[src/shared/lsd_cfg.svh]
// Purpose: Offsets, reset values and field positions of the limit status and diode config bank
// Assumes: Included by bare name from design files
// Notes:   Definitions only
`ifndef LSD_CFG_SVH
`define LSD_CFG_SVH
`define LSD_ADDR_GAIN      8'h25
`define LSD_ADDR_IDEAL     8'h27
`define LSD_ADDR_UPPER     8'h35
`define LSD_ADDR_LOWER     8'h36
`define LSD_ADDR_CRIT      8'h37
`define LSD_RST_GAIN       8'h10
`define LSD_RST_IDEAL      8'h12
`define LSD_GAIN_AUTO_BIT  4
`define LSD_GAIN_COMP_OFF  4'hF
`define LSD_IDEAL_FIXED    5'h02
`define LSD_RST_FLAGS      4'h0
`define LSD_RD_NONE        8'h00
`define LSD_CRIT_HYST_RST  8'h0A
`define LSD_QUEUE_ONE      3'h1
`define LSD_QUEUE_TWO      3'h2
`define LSD_QUEUE_THREE    3'h3
`define LSD_QUEUE_FOUR     3'h4
`define LSD_CODE_ONE       3'h0
`define LSD_CODE_TWO       3'h1
`define LSD_CODE_THREE     3'h3
`define LSD_CODE_FOUR      3'h7
`endif

[src/shared/lsd_pkg.sv]
// Purpose: Shared types of the limit status and diode config bank
// Assumes: Channel order sense volt, source volt, ext diode, int diode (index 3..0)
// Notes:   Constants live in lsd_cfg.svh
`default_nettype none
package lsd_pkg;
	typedef logic [3:0] lsd_chan_type;
	typedef logic [2:0] lsd_count_type;
	typedef enum logic [2:0]
	{
		LSD_REG_NONE  = 3'h0,
		LSD_REG_GAIN  = 3'h1,
		LSD_REG_IDEAL = 3'h3,
		LSD_REG_UPPER = 3'h2,
		LSD_REG_LOWER = 3'h6,
		LSD_REG_CRIT  = 3'h7
	} lsd_reg_sel_type;
endpackage
`default_nettype wire

[src/hw/lsd_limit_queue.sv]
// Purpose: Consecutive out-of-limit counter for one channel
// Assumes: conv_end is a one-cycle pulse at the end of each conversion
// Notes:   met_q holds its value between conversions
`timescale 1ns/1ns
`default_nettype none
module lsd_limit_queue
#(
	parameter int CNT_W = 3
)
(
	input  wire logic             clk,
	input  wire logic             rst,
	input  wire logic             conv_end,
	input  wire logic             out_now,
	input  wire logic [CNT_W-1:0] need,
	output var  logic             met_q
);
	logic [CNT_W-1:0] cnt_q;
	logic [CNT_W-1:0] cnt_d;

	// Saturate so a long fault never wraps back below the threshold
	always_comb
	begin
		cnt_d = cnt_q;
		if (out_now && (cnt_q != {CNT_W{1'b1}}))
			cnt_d = cnt_q + {{(CNT_W-1){1'b0}}, 1'b1};
		else if (!out_now)
			cnt_d = '0;
	end

	// Counter advances only on conversion boundaries
	always_ff @(posedge clk or posedge rst)
	begin
		if (rst)
		begin
			cnt_q <= '0;
			met_q <= 1'b0;
		end
		else if (conv_end)
		begin
			cnt_q <= cnt_d;
			met_q <= out_now && (cnt_d >= need);
		end
	end
endmodule
`default_nettype wire

[src/hw/lsd_top.sv]
// Purpose: Limit status flags, limit/critical outputs and diode gain/ideality config
// Assumes: Register port driven by the serial protocol engine on SYS_CLK;
//          comparator results and CONV_TICK come from the analog path, asynchronous
// Notes:   Flags update at the rising edge of CONV_TICK (end of conversion)
`timescale 1ns/1ns
`default_nettype none
`include "lsd_cfg.svh"
module lsd_top
(
	input  wire logic       SYS_CLK,
	input  wire logic       RST,
	input  wire logic [7:0] REG_ADDR,
	input  wire logic       REG_WR,
	input  wire logic       REG_RD,
	input  wire logic [7:0] REG_WDATA,
	output var  logic [7:0] REG_RDATA,
	input  wire logic       CONV_TICK,
	input  wire logic [3:0] CMP_HIGH,
	input  wire logic [3:0] CMP_LOW,
	input  wire logic [3:0] CMP_CRIT,
	input  wire logic [3:0] CMP_CRIT_CLEAR,
	input  wire logic [3:0] GAIN_AUTO_PICK,
	input  wire logic [3:0] CHAN_MASK,
	input  wire logic       ALERT_COMPARATOR,
	input  wire logic [2:0] CONSEC_CODE,
	output var  logic       ALERT_N,
	output var  logic       CRITICAL_OUT_N,
	output var  logic       HIGH_SUMMARY,
	output var  logic       LOW_SUMMARY,
	output var  logic       CRIT_SUMMARY,
	output var  logic [3:0] GAIN_COMP_SETTING,
	output var  logic       GAIN_COMP_ACTIVE,
	output var  logic [2:0] IDEALITY_SELECT
);
	localparam int SYNC_W = 21;

	logic [SYNC_W-1:0]     sync1_q;
	logic [SYNC_W-1:0]     sync2_q;
	logic                  tick_last_q;
	logic                  conv_end;
	lsd_pkg::lsd_chan_type high_s;
	lsd_pkg::lsd_chan_type low_s;
	lsd_pkg::lsd_chan_type crit_s;
	lsd_pkg::lsd_chan_type crit_clr_s;
	lsd_pkg::lsd_chan_type pick_s;
	lsd_pkg::lsd_reg_sel_type sel;
	logic                  wr_gain;
	logic                  rd_upper;
	logic                  rd_lower;
	logic                  gain_auto_q;
	logic [3:0]            gain_set_q;
	logic [2:0]            ideal_sel_q;
	lsd_pkg::lsd_chan_type upper_q;
	lsd_pkg::lsd_chan_type upper_d;
	lsd_pkg::lsd_chan_type lower_q;
	lsd_pkg::lsd_chan_type lower_d;
	lsd_pkg::lsd_chan_type crit_q;
	lsd_pkg::lsd_chan_type crit_d;
	lsd_pkg::lsd_chan_type queue_met;
	lsd_pkg::lsd_chan_type queue_in;
	lsd_pkg::lsd_count_type need;
	logic                  low_sum_q;
	logic [7:0]            rdata_d;

	// Place the four channel bits at positions 7, 6, 1 and 0
	function automatic logic [7:0] pack_flags(input lsd_pkg::lsd_chan_type v);
		pack_flags = {v[3], v[2], 4'h0, v[1], v[0]};
	endfunction

	// Unlisted queue codes fall back to a single conversion
	function automatic lsd_pkg::lsd_count_type queue_need(input logic [2:0] code);
		case (code)
			`LSD_CODE_ONE:   queue_need = `LSD_QUEUE_ONE;
			`LSD_CODE_TWO:   queue_need = `LSD_QUEUE_TWO;
			`LSD_CODE_THREE: queue_need = `LSD_QUEUE_THREE;
			`LSD_CODE_FOUR:  queue_need = `LSD_QUEUE_FOUR;
			default:         queue_need = `LSD_QUEUE_ONE;
		endcase
	endfunction

	// Two-flop synchroniser for everything from the analog path
	always_ff @(posedge SYS_CLK or posedge RST)
	begin
		if (RST)
		begin
			sync1_q     <= '0;
			sync2_q     <= '0;
			tick_last_q <= 1'b0;
		end
		else
		begin
			sync1_q     <= {CONV_TICK, CMP_HIGH, CMP_LOW, CMP_CRIT, CMP_CRIT_CLEAR,
				GAIN_AUTO_PICK};
			sync2_q     <= sync1_q;
			tick_last_q <= sync2_q[20];
		end
	end

	// Comparisons travel with the tick so they line up at the edge
	assign high_s     = sync2_q[19:16];
	assign low_s      = sync2_q[15:12];
	assign crit_s     = sync2_q[11:8];
	assign crit_clr_s = sync2_q[7:4];
	assign pick_s     = sync2_q[3:0];
	assign conv_end   = sync2_q[20] && !tick_last_q;

	// Address decode of the register port
	always_comb
	begin
		case (REG_ADDR)
			`LSD_ADDR_GAIN:  sel = lsd_pkg::LSD_REG_GAIN;
			`LSD_ADDR_IDEAL: sel = lsd_pkg::LSD_REG_IDEAL;
			`LSD_ADDR_UPPER: sel = lsd_pkg::LSD_REG_UPPER;
			`LSD_ADDR_LOWER: sel = lsd_pkg::LSD_REG_LOWER;
			`LSD_ADDR_CRIT:  sel = lsd_pkg::LSD_REG_CRIT;
			default:         sel = lsd_pkg::LSD_REG_NONE;
		endcase
	end

	assign wr_gain  = REG_WR && (sel == lsd_pkg::LSD_REG_GAIN);
	assign rd_upper = REG_RD && (sel == lsd_pkg::LSD_REG_UPPER);
	assign rd_lower = REG_RD && (sel == lsd_pkg::LSD_REG_LOWER);

	// Gain compensation config; the auto pick wins over a same-cycle write
	always_ff @(posedge SYS_CLK or posedge RST)
	begin
		if (RST)
		begin
			gain_auto_q <= 1'(`LSD_RST_GAIN >> `LSD_GAIN_AUTO_BIT);
			gain_set_q  <= 4'(`LSD_RST_GAIN & 8'h0F);
		end
		else
		begin
			if (wr_gain)
				gain_auto_q <= REG_WDATA[`LSD_GAIN_AUTO_BIT];
			if (gain_auto_q && conv_end)
				gain_set_q <= pick_s;
			else if (wr_gain && !gain_auto_q)
				gain_set_q <= REG_WDATA[3:0];
		end
	end

	// Ideality select; upper bits are fixed and not stored
	always_ff @(posedge SYS_CLK or posedge RST)
	begin
		if (RST)
			ideal_sel_q <= 3'(`LSD_RST_IDEAL & 8'h07);
		else if (REG_WR && (sel == lsd_pkg::LSD_REG_IDEAL))
			ideal_sel_q <= REG_WDATA[2:0];
	end

	// Upper flags: sticky, or following the condition in comparator mode
	always_comb
	begin
		if (ALERT_COMPARATOR)
			upper_d = conv_end ? high_s : upper_q;
		else
		begin
			upper_d = rd_upper ? (upper_q & high_s) : upper_q;
			if (conv_end)
				upper_d = upper_d | high_s;
		end
	end

	// Lower flags: set wins over the clear of a read
	always_comb
	begin
		lower_d = rd_lower ? `LSD_RST_FLAGS : lower_q;
		if (conv_end)
			lower_d = lower_d | low_s;
	end

	// Critical flags: reads do not touch them, hysteresis compare clears
	always_comb
	begin
		crit_d = crit_q;
		if (conv_end)
			crit_d = (crit_q & ~crit_clr_s) | crit_s;
	end

	// Flag registers and summaries, one cycle after their cause
	always_ff @(posedge SYS_CLK or posedge RST)
	begin
		if (RST)
		begin
			upper_q   <= `LSD_RST_FLAGS;
			lower_q   <= `LSD_RST_FLAGS;
			crit_q    <= `LSD_RST_FLAGS;
			low_sum_q <= 1'b0;
		end
		else
		begin
			upper_q   <= upper_d;
			lower_q   <= lower_d;
			crit_q    <= crit_d;
			low_sum_q <= (|lower_d) || (low_sum_q && !(rd_lower && !(|low_s)));
		end
	end

	// Low faults do not count in comparator mode
	assign queue_in = high_s | (ALERT_COMPARATOR ? `LSD_RST_FLAGS : low_s);
	assign need     = queue_need(CONSEC_CODE);

	// Per-channel consecutive counters
	for (genvar i = 0; i < 4; i++)
	begin : g_queue
		lsd_limit_queue #(.CNT_W(3)) lsd_limit_queue_inst
		(
			.clk     (SYS_CLK),
			.rst     (RST),
			.conv_end(conv_end),
			.out_now (queue_in[i]),
			.need    (need),
			.met_q   (queue_met[i])
		);
	end

	// Outputs come straight from flops
	always_ff @(posedge SYS_CLK or posedge RST)
	begin
		if (RST)
		begin
			ALERT_N           <= 1'b1;
			CRITICAL_OUT_N    <= 1'b1;
			HIGH_SUMMARY      <= 1'b0;
			LOW_SUMMARY       <= 1'b0;
			CRIT_SUMMARY      <= 1'b0;
			GAIN_COMP_SETTING <= 4'(`LSD_RST_GAIN & 8'h0F);
			GAIN_COMP_ACTIVE  <= 1'b1;
			IDEALITY_SELECT   <= 3'(`LSD_RST_IDEAL & 8'h07);
		end
		else
		begin
			ALERT_N <= !(|((upper_q | (ALERT_COMPARATOR ? `LSD_RST_FLAGS : lower_q))
				& ~CHAN_MASK & queue_met));
			CRITICAL_OUT_N    <= !(|crit_q);
			HIGH_SUMMARY      <= |upper_q;
			LOW_SUMMARY       <= low_sum_q;
			CRIT_SUMMARY      <= |crit_q;
			GAIN_COMP_SETTING <= gain_set_q;
			GAIN_COMP_ACTIVE  <= gain_set_q != `LSD_GAIN_COMP_OFF;
			IDEALITY_SELECT   <= ideal_sel_q;
		end
	end

	// Read data mux; unmapped addresses read zero
	always_comb
	begin
		case (sel)
			lsd_pkg::LSD_REG_GAIN:  rdata_d = {3'h0, gain_auto_q, gain_set_q};
			lsd_pkg::LSD_REG_IDEAL: rdata_d = {`LSD_IDEAL_FIXED, ideal_sel_q};
			lsd_pkg::LSD_REG_UPPER: rdata_d = pack_flags(upper_q);
			lsd_pkg::LSD_REG_LOWER: rdata_d = pack_flags(lower_q);
			lsd_pkg::LSD_REG_CRIT:  rdata_d = pack_flags(crit_q);
			default:                rdata_d = `LSD_RD_NONE;
		endcase
	end

	// Read data is valid the cycle after REG_RD and then holds
	always_ff @(posedge SYS_CLK or posedge RST)
	begin
		if (RST)
			REG_RDATA <= `LSD_RD_NONE;
		else if (REG_RD)
			REG_RDATA <= rdata_d;
	end
endmodule
`default_nettype wire

[config.mk]
export PLATFORM = sky130hd
export DESIGN_NAME = lsd_top
export DESIGN_NICKNAME = d
export VERILOG_FILES = /design/src/shared/lsd_pkg.sv /design/src/hw/lsd_limit_queue.sv /design/src/hw/lsd_top.sv
export VERILOG_INCLUDE_DIRS = /design/src /design/src/shared
export SDC_FILE = /design/constraint.sdc
export NUM_CORES = 1
export LEC_CHECK = 0
export BUFFER_PORTS_ARGS = -buffer_cell sky130_fd_sc_hd__buf_2
export CAP_MARGIN = 40
export CORE_MARGIN = 3
export CORE_UTILIZATION = 60
export DETAILED_ROUTE_END_ITERATION = 12
export PLACE_DENSITY_LB_ADDON = 0.08
export SKIP_CTS_REPAIR_TIMING = 1
export SYNTH_ARGS = -nofsm -noshare
export SYNTH_HDL_FRONTEND = slang
export SYNTH_SLANG_ARGS = --single-unit
[constraint.sdc]
create_clock -name SYS_CLK -period 7.45 [get_ports SYS_CLK]
set_input_delay 1.49 -clock SYS_CLK [delete_from_list [all_inputs] [get_ports SYS_CLK]]
set_output_delay 1.49 -clock SYS_CLK [all_outputs]
set_load 0.02 [all_outputs]
==> qor.txt, run 1 <==
=================================================================================
Status ............................................................. finished, final reports clean
Top cells by count, synth .......................................... sky130_fd_sc_hd__dfrtp_1, sky130_fd_sc_hd__nand2_1, sky130_fd_sc_hd__nor2_1
P_leak .............................................................     2.222 nW
Delay of the slowest cell on the worst path ........................      0.32 ns
Number of synthesized flops with an enable pin .....................            0
Power spent charging and discharging nets ..........................  0.0003391 W
Pin count of the biggest net entering global routing ...............           52
Cell count after synthesis .........................................          334
Congestion Overflow GR .............................................            0
Share of synthesized registers carrying an async set or reset ......        1.000
Post-Layout Cell Count .............................................          483
Signal arrival time at the worst endpoint ..........................      2.86 ns
Portion of the post-synthesis area used by sequential elements .....       0.6029
Post-DP HPWL .......................................................      5723 um
Share of post-route cells with drive strength above 1 ..............       0.2635
Post-route fraction of the period consumed by the critical path ....       0.3505
Maximum number of buffers from clock root to sink ..................            2
Power density cells ................................................ 256.0 nW/um^2
Post-synthesis cell area ...........................................    4163 um^2
# clock sinks ......................................................          100
Die height .........................................................     89.30 um
Total I/O pin count ................................................           70
Comb power frac ....................................................        0.170
Final setup violating endpoints ....................................            0
Area share of the largest cell type after synthesis ................       0.5651
Area enclosed by the die boundary ..................................    7974 um^2
Highest Clock Rate .................................................    383.0 MHz
WP data required ...................................................      7.70 ns
Worst-margin pin slew ..............................................    0.5818 ns
Total wirelength of the detailed-routed design .....................      7739 um
Syn avg cell area ..................................................   12.46 um^2
Cell with the biggest individual delay on the critical path ........ sky130_fd_sc_hd__o41ai_1
Clock latency of the later-clocked register in the worst-skew pair .      0.36 ns
Endpoint class of the critical path ................................         flop
Count of state elements after synthesis ............................          100
Top-count cell post-synth .......................................... sky130_fd_sc_hd__dfrtp_1
Synth area leader .................................................. sky130_fd_sc_hd__dfrtp_1
Ys flop type ....................................................... sky130_fd_sc_hd__dfrtp_1
Number of CTS-inserted buffers .....................................            9
Final antenna-violating net count ..................................            0
Remaining max-slew budget at the tightest pin ......................       0.6114
Initial antenna violation count ....................................            0
Final Hold Violating Endpoints .....................................            0
Power Internal .....................................................  0.0008907 W
Switching portion of total power ...................................       0.2757
Type of the worst setup path .......................................    in -> reg
Startpoint Class ................................................... primary input
Number of distinct library cells after synthesis ...................           49
Net total in the final layout ......................................          470
CTS clk-pin slew, worst paths ......................................      0.09 ns
First-pass DRT Iterations ..........................................            4
Number of buffer cells added on primary ports ......................           65
Proportion of power drawn by the clock network .....................        0.308
First-pass GRT wire length .........................................     12920 um
DR DRC count .......................................................            0
Wirelength per Cell ................................................     16.02 um
Number of pins with negative max-slew slack in the final report ....            0
Buffer type at the clock tree root ................................. sky130_fd_sc_hd__clkbuf_8
Final setup skew ...................................................  0.009235 ns
Total vias in the final route ......................................         2767
Max capacitance violation total ....................................            0
Cell chain of the critical path .................................... buf_2, nor2b_1, nor2_1, nor2_1, ha_1, a211oi_1, o41ai_1
Core Region ........................................................    6531 um^2
Time the worst path needs with I/O delays and setup ................     2.611 ns
Net count of the mapped netlist ....................................          403
Cell with the most instances on the worst path ..................... sky130_fd_sc_hd__nor2_1
Die boundary width .................................................     89.30 um
Worst-path fanout max ..............................................           10
Aggregate negative setup slack .....................................         0 ns
Unrepaired setup endpoints after global routing ....................        false
CTS tree ...........................................................          yes
FP Rows ............................................................           29
Via count of the first global-routing pass .........................         2747
Yosys warns ........................................................            0
Ant. Diodes ........................................................            0
Dominant cells by area after synthesis ............................. sky130_fd_sc_hd__dfrtp_1, sky130_fd_sc_hd__ha_1, sky130_fd_sc_hd__dfstp_2
Total GRT Usage ....................................................       0.2193
Drt via density ....................................................        5.729
Depth of the CTS H-tree ............................................            3
Largest voltage drop on the vdd net ................................     200.3 uV
Sequential fraction of design power ................................        0.522
Area Growth Syn to Fin .............................................       15.42%
Effective utilization at floorplan .................................       0.6374
Global placer's final weighted congestion ..........................       0.8278
Placed Instances ...................................................          467
Initial detailed-routing violation count ...........................          164
Type of the tightest min-delay check ...............................   reg -> reg
=================================================================================
[kinds of logic after synthesis]
group / synth area share
other: 0.0009008
AO/OA/AOI/OAI: 0.1124
flip-flops: 0.6029
multiplexers: 0.04809
AND/OR/NAND/NOR: 0.1422
buffers and inverters: 0.02284
XOR/XNOR: 0.01052
adder cells (fa/ha/maj): 0.06011
[layout by cell type, fill, tap and decap left out, types with 5 or more instances in the layout]
cell type / netlist / final
sky130_fd_sc_hd__ha_1: 20 / 20
sky130_fd_sc_hd__dfrtp_1: 94 / 94
sky130_fd_sc_hd__mux2_2: 8 / 8
sky130_fd_sc_hd__nand2_1: 25 / 25
sky130_fd_sc_hd__a22o_1: 8 / 8
sky130_fd_sc_hd__nor2b_1: 14 / 14
sky130_fd_sc_hd__mux2i_1: 11 / 11
sky130_fd_sc_hd__a211oi_1: 5 / 5
sky130_fd_sc_hd__nor2_1: 22 / 22
sky130_fd_sc_hd__o31ai_1: 11 / 11
sky130_fd_sc_hd__o21ai_0: 20 / 20
sky130_fd_sc_hd__xnor2_1: 5 / 5
sky130_fd_sc_hd__buf_2: 3 / 65
sky130_fd_sc_hd__nand2b_1: 9 / 9
sky130_fd_sc_hd__inv_1: 9 / 8
sky130_fd_sc_hd__clkbuf_8: 0 / 9
sky130_fd_sc_hd__dfstp_2: 6 / 6
[state kept, by name, indices dropped and copies added, names as in the netlist, 3 cells and up]
register                            count
gain_set_q                              4
GAIN_COMP_SETTING                       4
REG_RDATA                               7
upper_q                                 4
ideal_sel_q                             3
IDEALITY_SELECT                         3
lower_q                                 4
sync1_q                                21
crit_q                                  4
g_queue.lsd_limit_queue_inst.cnt_q     12
sync2_q                                21
g_queue.lsd_limit_queue_inst.met_q      4
[final cells by class]
| type | instances | area (um^2) |
|---|---|---|
| Tap cell | 77 | 96.34 |
| Multi-Input combinational cell | 212 | 1558 |
| Timing Repair Buffer | 69 | 382.9 |
| Clock inverter | 6 | 93.84 |
| Fill cell | 445 | 1727 |
| Clock buffer | 10 | 127.6 |
| Sequential cell | 100 | 2510 |
| Inverter | 9 | 36.28 |
[worst max-delay path: cells and delay by family]
kind                       cells  cell delay (ns)
and+or+nand+nor                3             0.51
buffers and inverters          1             0.20
adders and majority gates      1             0.28
AOI/OAI and AO/OA              2             0.38
[worst paths after layout]
| path | slack, ns | startpoint | cells after the start | end |
|---|---|---|---|---|
| worst max-delay path | 4.84 | ALERT_COMPARATOR | 7 | g_queue[1].lsd_limit_queue_inst.met_q$_DFFE_PP0P_ |
| worst min-delay path | 0.35 | sync1_q[9]$_DFF_PP0_ | 0 | sync2_q[9]$_DFF_PP0_ |
| worst max register to register | 5.38 | g_queue[1].lsd_limit_queue_inst.cnt_q[0]$_DFFE_PP0P_ | 8 | g_queue[1].lsd_limit_queue_inst.met_q$_DFFE_PP0P_ |
| worst min register to register | 0.35 | sync1_q[9]$_DFF_PP0_ | 0 | sync2_q[9]$_DFF_PP0_ |
| max in group asynchronous | 5.37 | RST | 4 | GAIN_COMP_ACTIVE$_DFF_PP1_ |
| min in group asynchronous | 1.05 | RST | 2 | g_queue[3].lsd_limit_queue_inst.cnt_q[1]$_DFFE_PP0P_ |
[power groups by stage]
stage	Combinational, W	Clock (W)	Sequential, W
after detailed placement	0.000211	0	0.000653
after floorplan	0.000139	0	0.000656
final	0.000209	0.000379	0.000642
after global placement	0.000198	0	0.000650
after CTS	0.000212	0.000388	0.000643
after global routing	0.000242	0.000407	0.000650
[per-stage QoR]
step / utilization / setup WS [ns] / hold slack (ns) / power (W) / cell area [um^2]
6_report: 0.7356 / 4.839 / 0.3516 / 0.001230 / 4805
5_1_grt: 0.7356 / 4.680 / 0.3657 / 0.001299 / 4805
4_1_cts: 0.7356 / 4.863 / 0.3528 / 0.001243 / 4805
3_5_place_dp: 0.7017 / 4.443 / 0.3347 / 0.0008639 / 4583
3_3_place_gp: 0.6941 / 4.482 / 0.3312 / 0.0008480 / 4533
2_1_floorplan: - / 3.351 / 0.3312 / 0.0007946 / 4163
[routing by layer]
layer,vias to the layer above,track usage,part of all wire
met4,0,0.08119,0.017
met3,14,0.05622,0.046
li1,1337,-,-
met1,1345,0.2980,0.45
met2,71,0.3436,0.48
met5,-,0,0
Note: power is estimated with default switching activity, not from simulation.
==> inputs of run 2 (changes only) <==
--- a/config.mk
+++ b/config.mk
@@ -6,10 +6,11 @@
 export SDC_FILE = /design/constraint.sdc
 export NUM_CORES = 1
 export LEC_CHECK = 0
+export ABC_AREA = 1
 export BUFFER_PORTS_ARGS = -buffer_cell sky130_fd_sc_hd__buf_2
 export CAP_MARGIN = 40
 export CORE_MARGIN = 3
-export CORE_UTILIZATION = 60
+export CORE_UTILIZATION = 50
 export DETAILED_ROUTE_END_ITERATION = 12
 export PLACE_DENSITY_LB_ADDON = 0.08
 export SKIP_CTS_REPAIR_TIMING = 1
==> constraint.sdc (replaced) <==
create_clock -name SYS_CLK -period 2.4 [get_ports SYS_CLK]
set_input_delay 0.48 -clock SYS_CLK [delete_from_list [all_inputs] [get_ports SYS_CLK]]
set_output_delay 0.48 -clock SYS_CLK [all_outputs]
set_load 0.02 [all_outputs]
==> run 2 against run 1 <==
  * Final cell count grew 28%
  * Synthesized area rose by 2.8%
  * Sequential power increased to 3.1 times the previous value
  * Clock-buffer cell count is 1 higher
  * Core utilization fell by 13 points
  * Non-clock buffer count is the same
  * Register-to-register slack worse by 5.1 ns
  * Global-route usage down 4.7 points
  * First-iteration DRC count shrank 33%
  * Clock skew grew 0.0029 ns
  * Sequential share of layout area is 1.7 points lower
  * Critical path type is now reg -> reg
  * Largest cell class unchanged
  * Highest routed layer unchanged
==> qor.txt, run 2 <==
=====================================================================================
# clock sinks ..........................................................          100   unchanged
Area Growth Syn to Fin .................................................       16.06%
Maximum number of buffers from clock root to sink ......................            2   unchanged
Highest Clock Rate .....................................................    476.5 MHz
Power spent charging and discharging nets ..............................   0.001062 W   +210%
Total wirelength of the detailed-routed design .........................      7775 um   +0.47%
Number of pins with negative max-slew slack in the final report ........            0   unchanged
Largest voltage drop on the vdd net ....................................     357.6 uV   +79%
FP Rows ................................................................           33   +14%
Share of post-route cells with drive strength above 1 ..................       0.2257   -0.03787
Final antenna-violating net count ......................................            0   unchanged
Cell chain of the critical path ........................................ ha_1, ha_1, mux2_2, nand2_1, inv_1, ha_1, a21oi_1, o211ai_1, nand3_1, o21ai_0
Synth area leader ...................................................... sky130_fd_sc_hd__dfrtp_1
Total vias in the final route ..........................................         3031   +9.5%
Remaining max-slew budget at the tightest pin ..........................       0.6590   +0.04765
Power density cells .................................................... 763.5 nW/um^2   +200%
Core Region ............................................................    8258 um^2   +26%
Worst path setup slack after routing ...................................    0.3014 ns   -4.537 ns
Cell with the most instances on the worst path ......................... sky130_fd_sc_hd__ha_1
CTS tree ...............................................................          yes
Ys flop type ........................................................... sky130_fd_sc_hd__dfrtp_1
Metal2 WL ..............................................................      3788 um   +1.3%
Time the worst path needs with I/O delays and setup ....................     2.099 ns
Die height .............................................................     98.50 um   +10%
Comb power frac ........................................................        0.176   +0.006
Total I/O pin count ....................................................           70   unchanged
Depth of the CTS H-tree ................................................            3   unchanged
WP data required .......................................................      2.63 ns   -5.07 ns
Biggest registers after layout ......................................... sync1_q (21), sync2_q (21), g_queue.lsd_limit_queue_inst.cnt_q (12)
Area enclosed by the die boundary ......................................    9701 um^2   +22%
Aggregate negative setup slack .........................................         0 ns   unchanged
Proportion of power drawn by the clock network .........................        0.307   about the same
Core Util, Final .......................................................       0.6012   -0.1344
Sequential fraction of design power ....................................        0.517   -0.005
Startpoint of the lowest-slack register-to-register path ............... g_queue[0].lsd_limit_queue_inst.cnt_q[0]$_DFFE_PP0P_
Highest-count cells in the layout ignoring fill and taps ............... sky130_fd_sc_hd__nand2_1, sky130_fd_sc_hd__dfrtp_1, sky130_fd_sc_hd__buf_2
Post-synthesis cell area ...............................................    4278 um^2   +2.8%
Via count of the first global-routing pass .............................         2912   +6.0%
Placed Instance Area ...................................................    4748 um^2   +3.6%
Crit. Startpoint ....................................................... g_queue[0].lsd_limit_queue_inst.cnt_q[0]$_DFFE_PP0P_
Count of state elements after synthesis ................................          100   unchanged
Minimum setup slack after placement ....................................    0.3280 ns   -4.115 ns
Final setup violating endpoints ........................................            0   unchanged
Signal arrival time at the worst endpoint ..............................      2.33 ns   -0.53 ns
Portion of the post-synthesis area used by sequential elements .........       0.5867   -0.01622
Unrepaired setup endpoints after global routing ........................        false
First-pass GRT wire length .............................................     13350 um   +3.3%
Drt via density ........................................................        4.897   -15%
Worst-margin pin slew ..................................................    0.5115 ns   -0.07028 ns
Most frequent standard cell in the layout excluding fill and tap cells . sky130_fd_sc_hd__nand2_1
Die boundary width .....................................................     98.50 um   +10%
DR DRC count ...........................................................            0   unchanged
Syn avg cell area ......................................................   9.834 um^2   -21%
Dominant cells by area after synthesis ................................. sky130_fd_sc_hd__dfrtp_1, sky130_fd_sc_hd__nand2_1, sky130_fd_sc_hd__ha_1
Initial detailed-routing violation count ...............................          110   -33%
Startpoint of the lowest-slack hold path ...............................  CMP_HIGH[1]
Final Hold Violating Endpoints .........................................            0   unchanged
Endpoint class of the critical path ....................................         flop
Switching portion of total power .......................................       0.2802   +0.004506
Top cells by count, synth .............................................. sky130_fd_sc_hd__nand2_1, sky130_fd_sc_hd__dfrtp_1, sky130_fd_sc_hd__inv_1
Buffer type at the clock tree root ..................................... sky130_fd_sc_hd__clkbuf_8
Congestion Overflow GR .................................................            0   unchanged
Ant. Diodes ............................................................            0   unchanged
Met3 routed WL .........................................................       319 um   -9.6%
Clock latency of the later-clocked register in the worst-skew pair .....      0.36 ns   about the same
Post-DP HPWL ...........................................................      5735 um   +0.21%
Number of filler instances in the final layout .........................          713   +60%
Cell count after synthesis .............................................          435   +30%
Number of CTS-inserted buffers .........................................            9   unchanged
Max capacitance violation total ........................................            0   unchanged
Number of distinct library cells after synthesis .......................           33   -33%
Final setup skew .......................................................   0.01214 ns   +0.002906 ns
Cell with the biggest individual delay on the critical path ............ sky130_fd_sc_hd__dfrtp_1
Global placer's final weighted congestion ..............................       0.8486   +2.5%
Effective utilization at floorplan .....................................       0.5180   -0.1193
Net count of the mapped netlist ........................................          504   +25%
Net total in the final layout ..........................................          578   +23%
Post-route fraction of the period consumed by the critical path ........       0.8744
Pin count of the biggest net entering global routing ...................          101   +94%
Status ................................................................. finished, final reports clean
Type of the tightest min-delay check ...................................    in -> reg
Worst-path fanout max ..................................................            3   -7
Number of buffer cells added on primary ports ..........................           65   unchanged
Area share of the largest cell type after synthesis ....................       0.5499   -0.01521
Startpoint Class .......................................................         flop
Total GRT Usage ........................................................       0.1725   -0.04677
Routed length on met1 ..................................................      3590 um   +2.3%
First-pass DRT Iterations ..............................................            4   unchanged
Share of synthesized registers carrying an async set or reset ..........        1.000   unchanged
Initial antenna violation count ........................................            0   unchanged
Yosys warns ............................................................            0   unchanged
Wirelength per Cell ....................................................     12.56 um   -22%
Type of the worst setup path ...........................................   reg -> reg
P_leak .................................................................     2.622 nW   +18%
Highest metal layer with signal wires ..................................         met4
Number of synthesized flops with an enable pin .........................            0   unchanged
CTS clk-pin slew, worst paths ..........................................      0.09 ns   about the same
Power Internal .........................................................   0.002728 W   +210%
Top-count cell post-synth .............................................. sky130_fd_sc_hd__nand2_1
Layout Cell Area excl Fill .............................................    4965 um^2   +3.3%
Delay of the slowest cell on the worst path ............................      0.41 ns   +0.09 ns
=====================================================================================
run 2: layout make-up:
class | instances | area [um^2] | share of cell area
Inverter | 51 | 195.2 | 0.03931
Clock buffer | 11 | 131.4 | 0.02646
Sequential cell | 100 | 2510 | 0.5055
Multi-Input combinational cell | 278 | 1544 | 0.3110
Timing Repair Buffer | 69 | 367.9 | 0.07409
Tap cell | 105 | 131.4 | 0.02646
Clock inverter | 5 | 85.08 | 0.01714
run 2: kinds of logic (layout without fill, tap and decap cells):
kind of cell / count (synthesis) / after routing / share of synthesized area
simple gates: 200 / 200 / 0.2208
flops: 100 / 100 / 0.5867
buf+inv: 57 / 136 / 0.05235
compound gates: 55 / 55 / 0.07546
fa+ha+maj: 20 / 20 / 0.05850
mux: 2 / 2 / 0.005264
other cells: 1 / 1 / 0.0008766
run 2: metrics by stage:
step / hold WS, ns / power, W / instances
6_report: 0.2193 / 0.003791 / 619
5_1_grt: 0.1897 / 0.004039 / 619
4_1_cts: 0.2008 / 0.003828 / 619
3_5_place_dp: 0.3347 / 0.002669 / 603
3_3_place_gp: 0.3315 / 0.002635 / 603
2_1_floorplan: 0.3312 / 0.002468 / 435
run 2: power by group through the flow:
stage | logic (W) | clock network, W | registers, W
6_report | 0.000667 | 0.00116 | 0.00196
5_1_grt | 0.000789 | 0.00127 | 0.00198
4_1_cts | 0.000679 | 0.00119 | 0.00196
3_5_place_dp | 0.000675 | 0 | 0.00199
3_3_place_gp | 0.000647 | 0 | 0.00199
2_1_floorplan | 0.000468 | 0 | 0.00200
run 2: critical path: cells and delay by family (launching register included):
kind | cells | cell delay (ns)
adder cells (fa/ha/maj) | 3 | 0.79
AND/OR/NAND/NOR | 2 | 0.15
buffers and inverters | 1 | 0.05
flip-flops | 1 | 0.41
AO/OA/AOI/OAI | 3 | 0.34
multiplexers | 1 | 0.25
run 2: per-layer routing:
metal  up-vias  track usage
li1       1546            -
met1      1427       0.2351
met2        51       0.2782
met3         7      0.04317
met4         0      0.04727
met5         -            0
run 2: final timing paths:
kind,endpoint,slack (ns),depth (start not counted)
max in group asynchronous,ALERT_N$_DFF_PP1_,1.74,3
worst max-delay path,g_queue[0].lsd_limit_queue_inst.met_q$_DFFE_PP0P_,0.30,10
worst min register to register,sync2_q[3]$_DFF_PP0_,0.34,0
worst max register to register,g_queue[0].lsd_limit_queue_inst.met_q$_DFFE_PP0P_,0.30,10
min in group asynchronous,sync1_q[20]$_DFF_PP0_,0.23,3
worst min-delay path,sync1_q[17]$_DFF_PP0_,0.22,1
==> inputs of run 3 (changes only) <==
--- a/config.mk
+++ b/config.mk
@@ -7,7 +7,7 @@
 export NUM_CORES = 1
 export LEC_CHECK = 0
 export ABC_AREA = 1
-export BUFFER_PORTS_ARGS = -buffer_cell sky130_fd_sc_hd__buf_2
+export BUFFER_PORTS_ARGS = -buffer_cell sky130_fd_sc_hd__clkbuf_2
 export CAP_MARGIN = 40
 export CORE_MARGIN = 3
 export CORE_UTILIZATION = 50
==> run 3 against run 2 <==
  * Worst setup slack lost 0.013 ns
  * Critical path depth did not move
  * Final cell count shrank 0.16%
  * Design area is 0.48% higher
  * First-iteration DRC count is 3.6% higher
  * Core utilization rose by 0.29 points
  * Maximum frequency fell by 0.63%
  * Register-to-register slack hardly changed
  * Sequential power barely moved
  * Sequential cell count is the same
  * Largest power group unchanged
==> qor.txt, run 3 (same netlist as run 2, synthesis figures left out) <==
=====================================================================================
Unrepaired setup endpoints after global routing ........................        false
Number of CTS-inserted buffers .........................................            9   unchanged
Number of filler instances in the final layout .........................          735   +3.1%
Total buffers and inverters traversed by the critical path .............            1   unchanged
WP data required .......................................................      2.63 ns   about the same
Ant. Diodes ............................................................            0   unchanged
Cell with the biggest individual delay on the critical path ............ sky130_fd_sc_hd__dfrtp_1
Total GRT Usage ........................................................       0.1715   -0.001009
Max capacitance violation total ........................................            0   unchanged
Total wirelength of the detailed-routed design .........................      7831 um   +0.72%
Area enclosed by the die boundary ......................................    9701 um^2   unchanged
Post-Layout Cell Count .................................................          618   -0.16%
Initial detailed-routing violation count ...............................          114   +3.6%
Final setup violating endpoints ........................................            0   unchanged
Time the worst path needs with I/O delays and setup ....................     2.112 ns   +0.01330 ns
Area Growth Syn to Fin .................................................       16.61%
Delay of the slowest cell on the worst path ............................      0.41 ns   about the same
Number of pins with negative max-slew slack in the final report ........            0   unchanged
Layout Cell Area excl Fill .............................................    4989 um^2   +0.48%
Highest Clock Rate .....................................................    473.5 MHz   -0.63%
CTS clk-pin slew, worst paths ..........................................      0.10 ns   about the same
Die height .............................................................     98.50 um   unchanged
Post-route fraction of the period consumed by the critical path ........       0.8799   +0.005542
Final Hold Violating Endpoints .........................................            0   unchanged
Most frequent standard cell in the layout excluding fill and tap cells . sky130_fd_sc_hd__nand2_1
Aggregate negative setup slack .........................................         0 ns   unchanged
Wirelength per Cell ....................................................     12.67 um   +0.88%
Cell with the most instances on the worst path ......................... sky130_fd_sc_hd__ha_1
# clock sinks ..........................................................          100   unchanged
Status ................................................................. finished, final reports clean
Net total in the final layout ..........................................          578   unchanged
Total vias in the final route ..........................................         3064   +1.1%
Type of the tightest min-delay check ...................................    in -> reg
Via count of the first global-routing pass .............................         2980   +2.3%
Pin count of the biggest net entering global routing ...................          101   unchanged
Post-DP HPWL ...........................................................      5771 um   +0.63%
DR DRC count ...........................................................            0   unchanged
Signal arrival time at the worst endpoint ..............................      2.35 ns   +0.02 ns
Worst-case hold slack ..................................................    0.2233 ns   +0.004022 ns
P_leak .................................................................     2.643 nW   +0.79%
Largest voltage drop on the vdd net ....................................     398.3 uV   +11%
Worst-path fanout max ..................................................            3   unchanged
First-pass GRT wire length .............................................     13320 um   -0.21%
FP Rows ................................................................           33   unchanged
Effective utilization at floorplan .....................................       0.5180   unchanged
Initial antenna violation count ........................................            0   unchanged
Top delay family on crit path ..........................................  adder cells
Depth of the CTS H-tree ................................................            3   unchanged
Endpoint class of the critical path ....................................         flop
Die boundary width .....................................................     98.50 um   unchanged
Total I/O pin count ....................................................           70   unchanged
Placed Instance Area ...................................................    4748 um^2   unchanged
Final antenna-violating net count ......................................            0   unchanged
Worst-margin pin slew ..................................................    0.5233 ns   +0.01177 ns
Core Util, Final .......................................................       0.6041   +0.002879
Final setup skew .......................................................   0.01395 ns   +0.001811 ns
Number of buffer cells added on primary ports ..........................           65   unchanged
Maximum number of buffers from clock root to sink ......................            2   unchanged
Remaining max-slew budget at the tightest pin ..........................       0.6512   -0.007848
Multi-input gate area in the final layout ..............................    1544 um^2   unchanged
Clock latency of the later-clocked register in the worst-skew pair .....      0.36 ns   about the same
Biggest registers after layout ......................................... sync1_q (21), sync2_q (21), g_queue.lsd_limit_queue_inst.cnt_q (12)
Global placer's final weighted congestion ..............................       0.8501   +0.18%
CTS tree ...............................................................          yes
Startpoint Class .......................................................         flop
Core Region ............................................................    8258 um^2   unchanged
Congestion Overflow GR .................................................            0   unchanged
Highest-count cells in the layout ignoring fill and taps ............... sky130_fd_sc_hd__nand2_1, sky130_fd_sc_hd__dfrtp_1, sky130_fd_sc_hd__clkbuf_2
Cell chain of the critical path ........................................ ha_1, ha_1, mux2_2, nand2_1, inv_1, ha_1, a21oi_1, o211ai_1, nand3_1, o21ai_0
Share of post-route cells with drive strength above 1 ..................       0.2261   +0.0004399
Placed Instances .......................................................          603   unchanged
Type of the worst setup path ...........................................   reg -> reg
Power density cells .................................................... 780.5 nW/um^2   +2.2%
Sequential Area ........................................................    2510 um^2   unchanged
First-pass DRT Iterations ..............................................            4   unchanged
Drt via density ........................................................        4.958   +1.3%
Buffer type at the clock tree root ..................................... sky130_fd_sc_hd__clkbuf_8
=====================================================================================
run 3: cell count changes in the layout (fill, tap and decap cells not counted):
cell,change
sky130_fd_sc_hd__bufinv_16,+1
sky130_fd_sc_hd__inv_6,-1
sky130_fd_sc_hd__clkbuf_2,+65
sky130_fd_sc_hd__clkbuf_1,-1
sky130_fd_sc_hd__clkinvlp_4,-1
sky130_fd_sc_hd__buf_2,-65
sky130_fd_sc_hd__clkbuf_8,+1
run 3: worst reg2reg max path: stages, from the launching register on:
cell and delay [ns]:
sky130_fd_sc_hd__dfrtp_1 0.41, sky130_fd_sc_hd__ha_1 0.21, sky130_fd_sc_hd__ha_1 0.27, sky130_fd_sc_hd__mux2_2 0.26, sky130_fd_sc_hd__nand2_1 0.07, sky130_fd_sc_hd__inv_1 0.05, sky130_fd_sc_hd__ha_1 0.32, sky130_fd_sc_hd__a21oi_1 0.16
sky130_fd_sc_hd__o211ai_1 0.10, sky130_fd_sc_hd__nand3_1 0.07, sky130_fd_sc_hd__o21ai_0 0.08
run 3: per-layer routing:
metal	track usage	up-vias	wire [um]
li1	-	1552	-
met1	0.2330	1444	3657
met2	0.2756	62	3770
met3	0.04034	6	341
met4	0.05462	0	61
met5	0	-	0
run 3: layout make-up:
type	count	area share
clock inverters	4	0.01981
repair buffers	69	0.07374
multi-input cells	278	0.3095
clock buffers	11	0.02834
well taps	105	0.02634
flip-flops and latches	100	0.5031
inverters	51	0.03913
run 3: final timing paths:
path | startpoint | to | slack, ns | depth (start not counted)
hold reg to reg | sync1_q[0]$_DFF_PP0_ | sync2_q[0]$_DFF_PP0_ | 0.35 | 0
min in group asynchronous | RST | sync1_q[20]$_DFF_PP0_ | 0.24 | 3
max in group asynchronous | RST | gain_auto_q$_DFFE_PP1P_ | 1.73 | 3
hold / removal | CONV_TICK | sync1_q[20]$_DFF_PP0_ | 0.22 | 1
setup / recovery | g_queue[0].lsd_limit_queue_inst.cnt_q[0]$_DFFE_PP0P_ | g_queue[0].lsd_limit_queue_inst.met_q$_DFFE_PP0P_ | 0.29 | 10
setup reg to reg | g_queue[0].lsd_limit_queue_inst.cnt_q[0]$_DFFE_PP0P_ | g_queue[0].lsd_limit_queue_inst.met_q$_DFFE_PP0P_ | 0.29 | 10
run 3: power by group:
part | total (W) | internal [W] | switching [W]
clock network | 0.00127 | 0.000718 | 0.000548
logic | 0.000666 | 0.000274 | 0.000392
registers | 0.00196 | 0.00186 | 0.000102
run 3: stage by stage:
step           power [W]  setup WS (ns)
4_1_cts         0.003952         0.2648
3_5_place_dp    0.002674         0.2893
2_1_floorplan   0.002468         0.4489
6_report        0.003893         0.2881
3_3_place_gp    0.002636         0.3551
5_1_grt         0.004143         0.1089
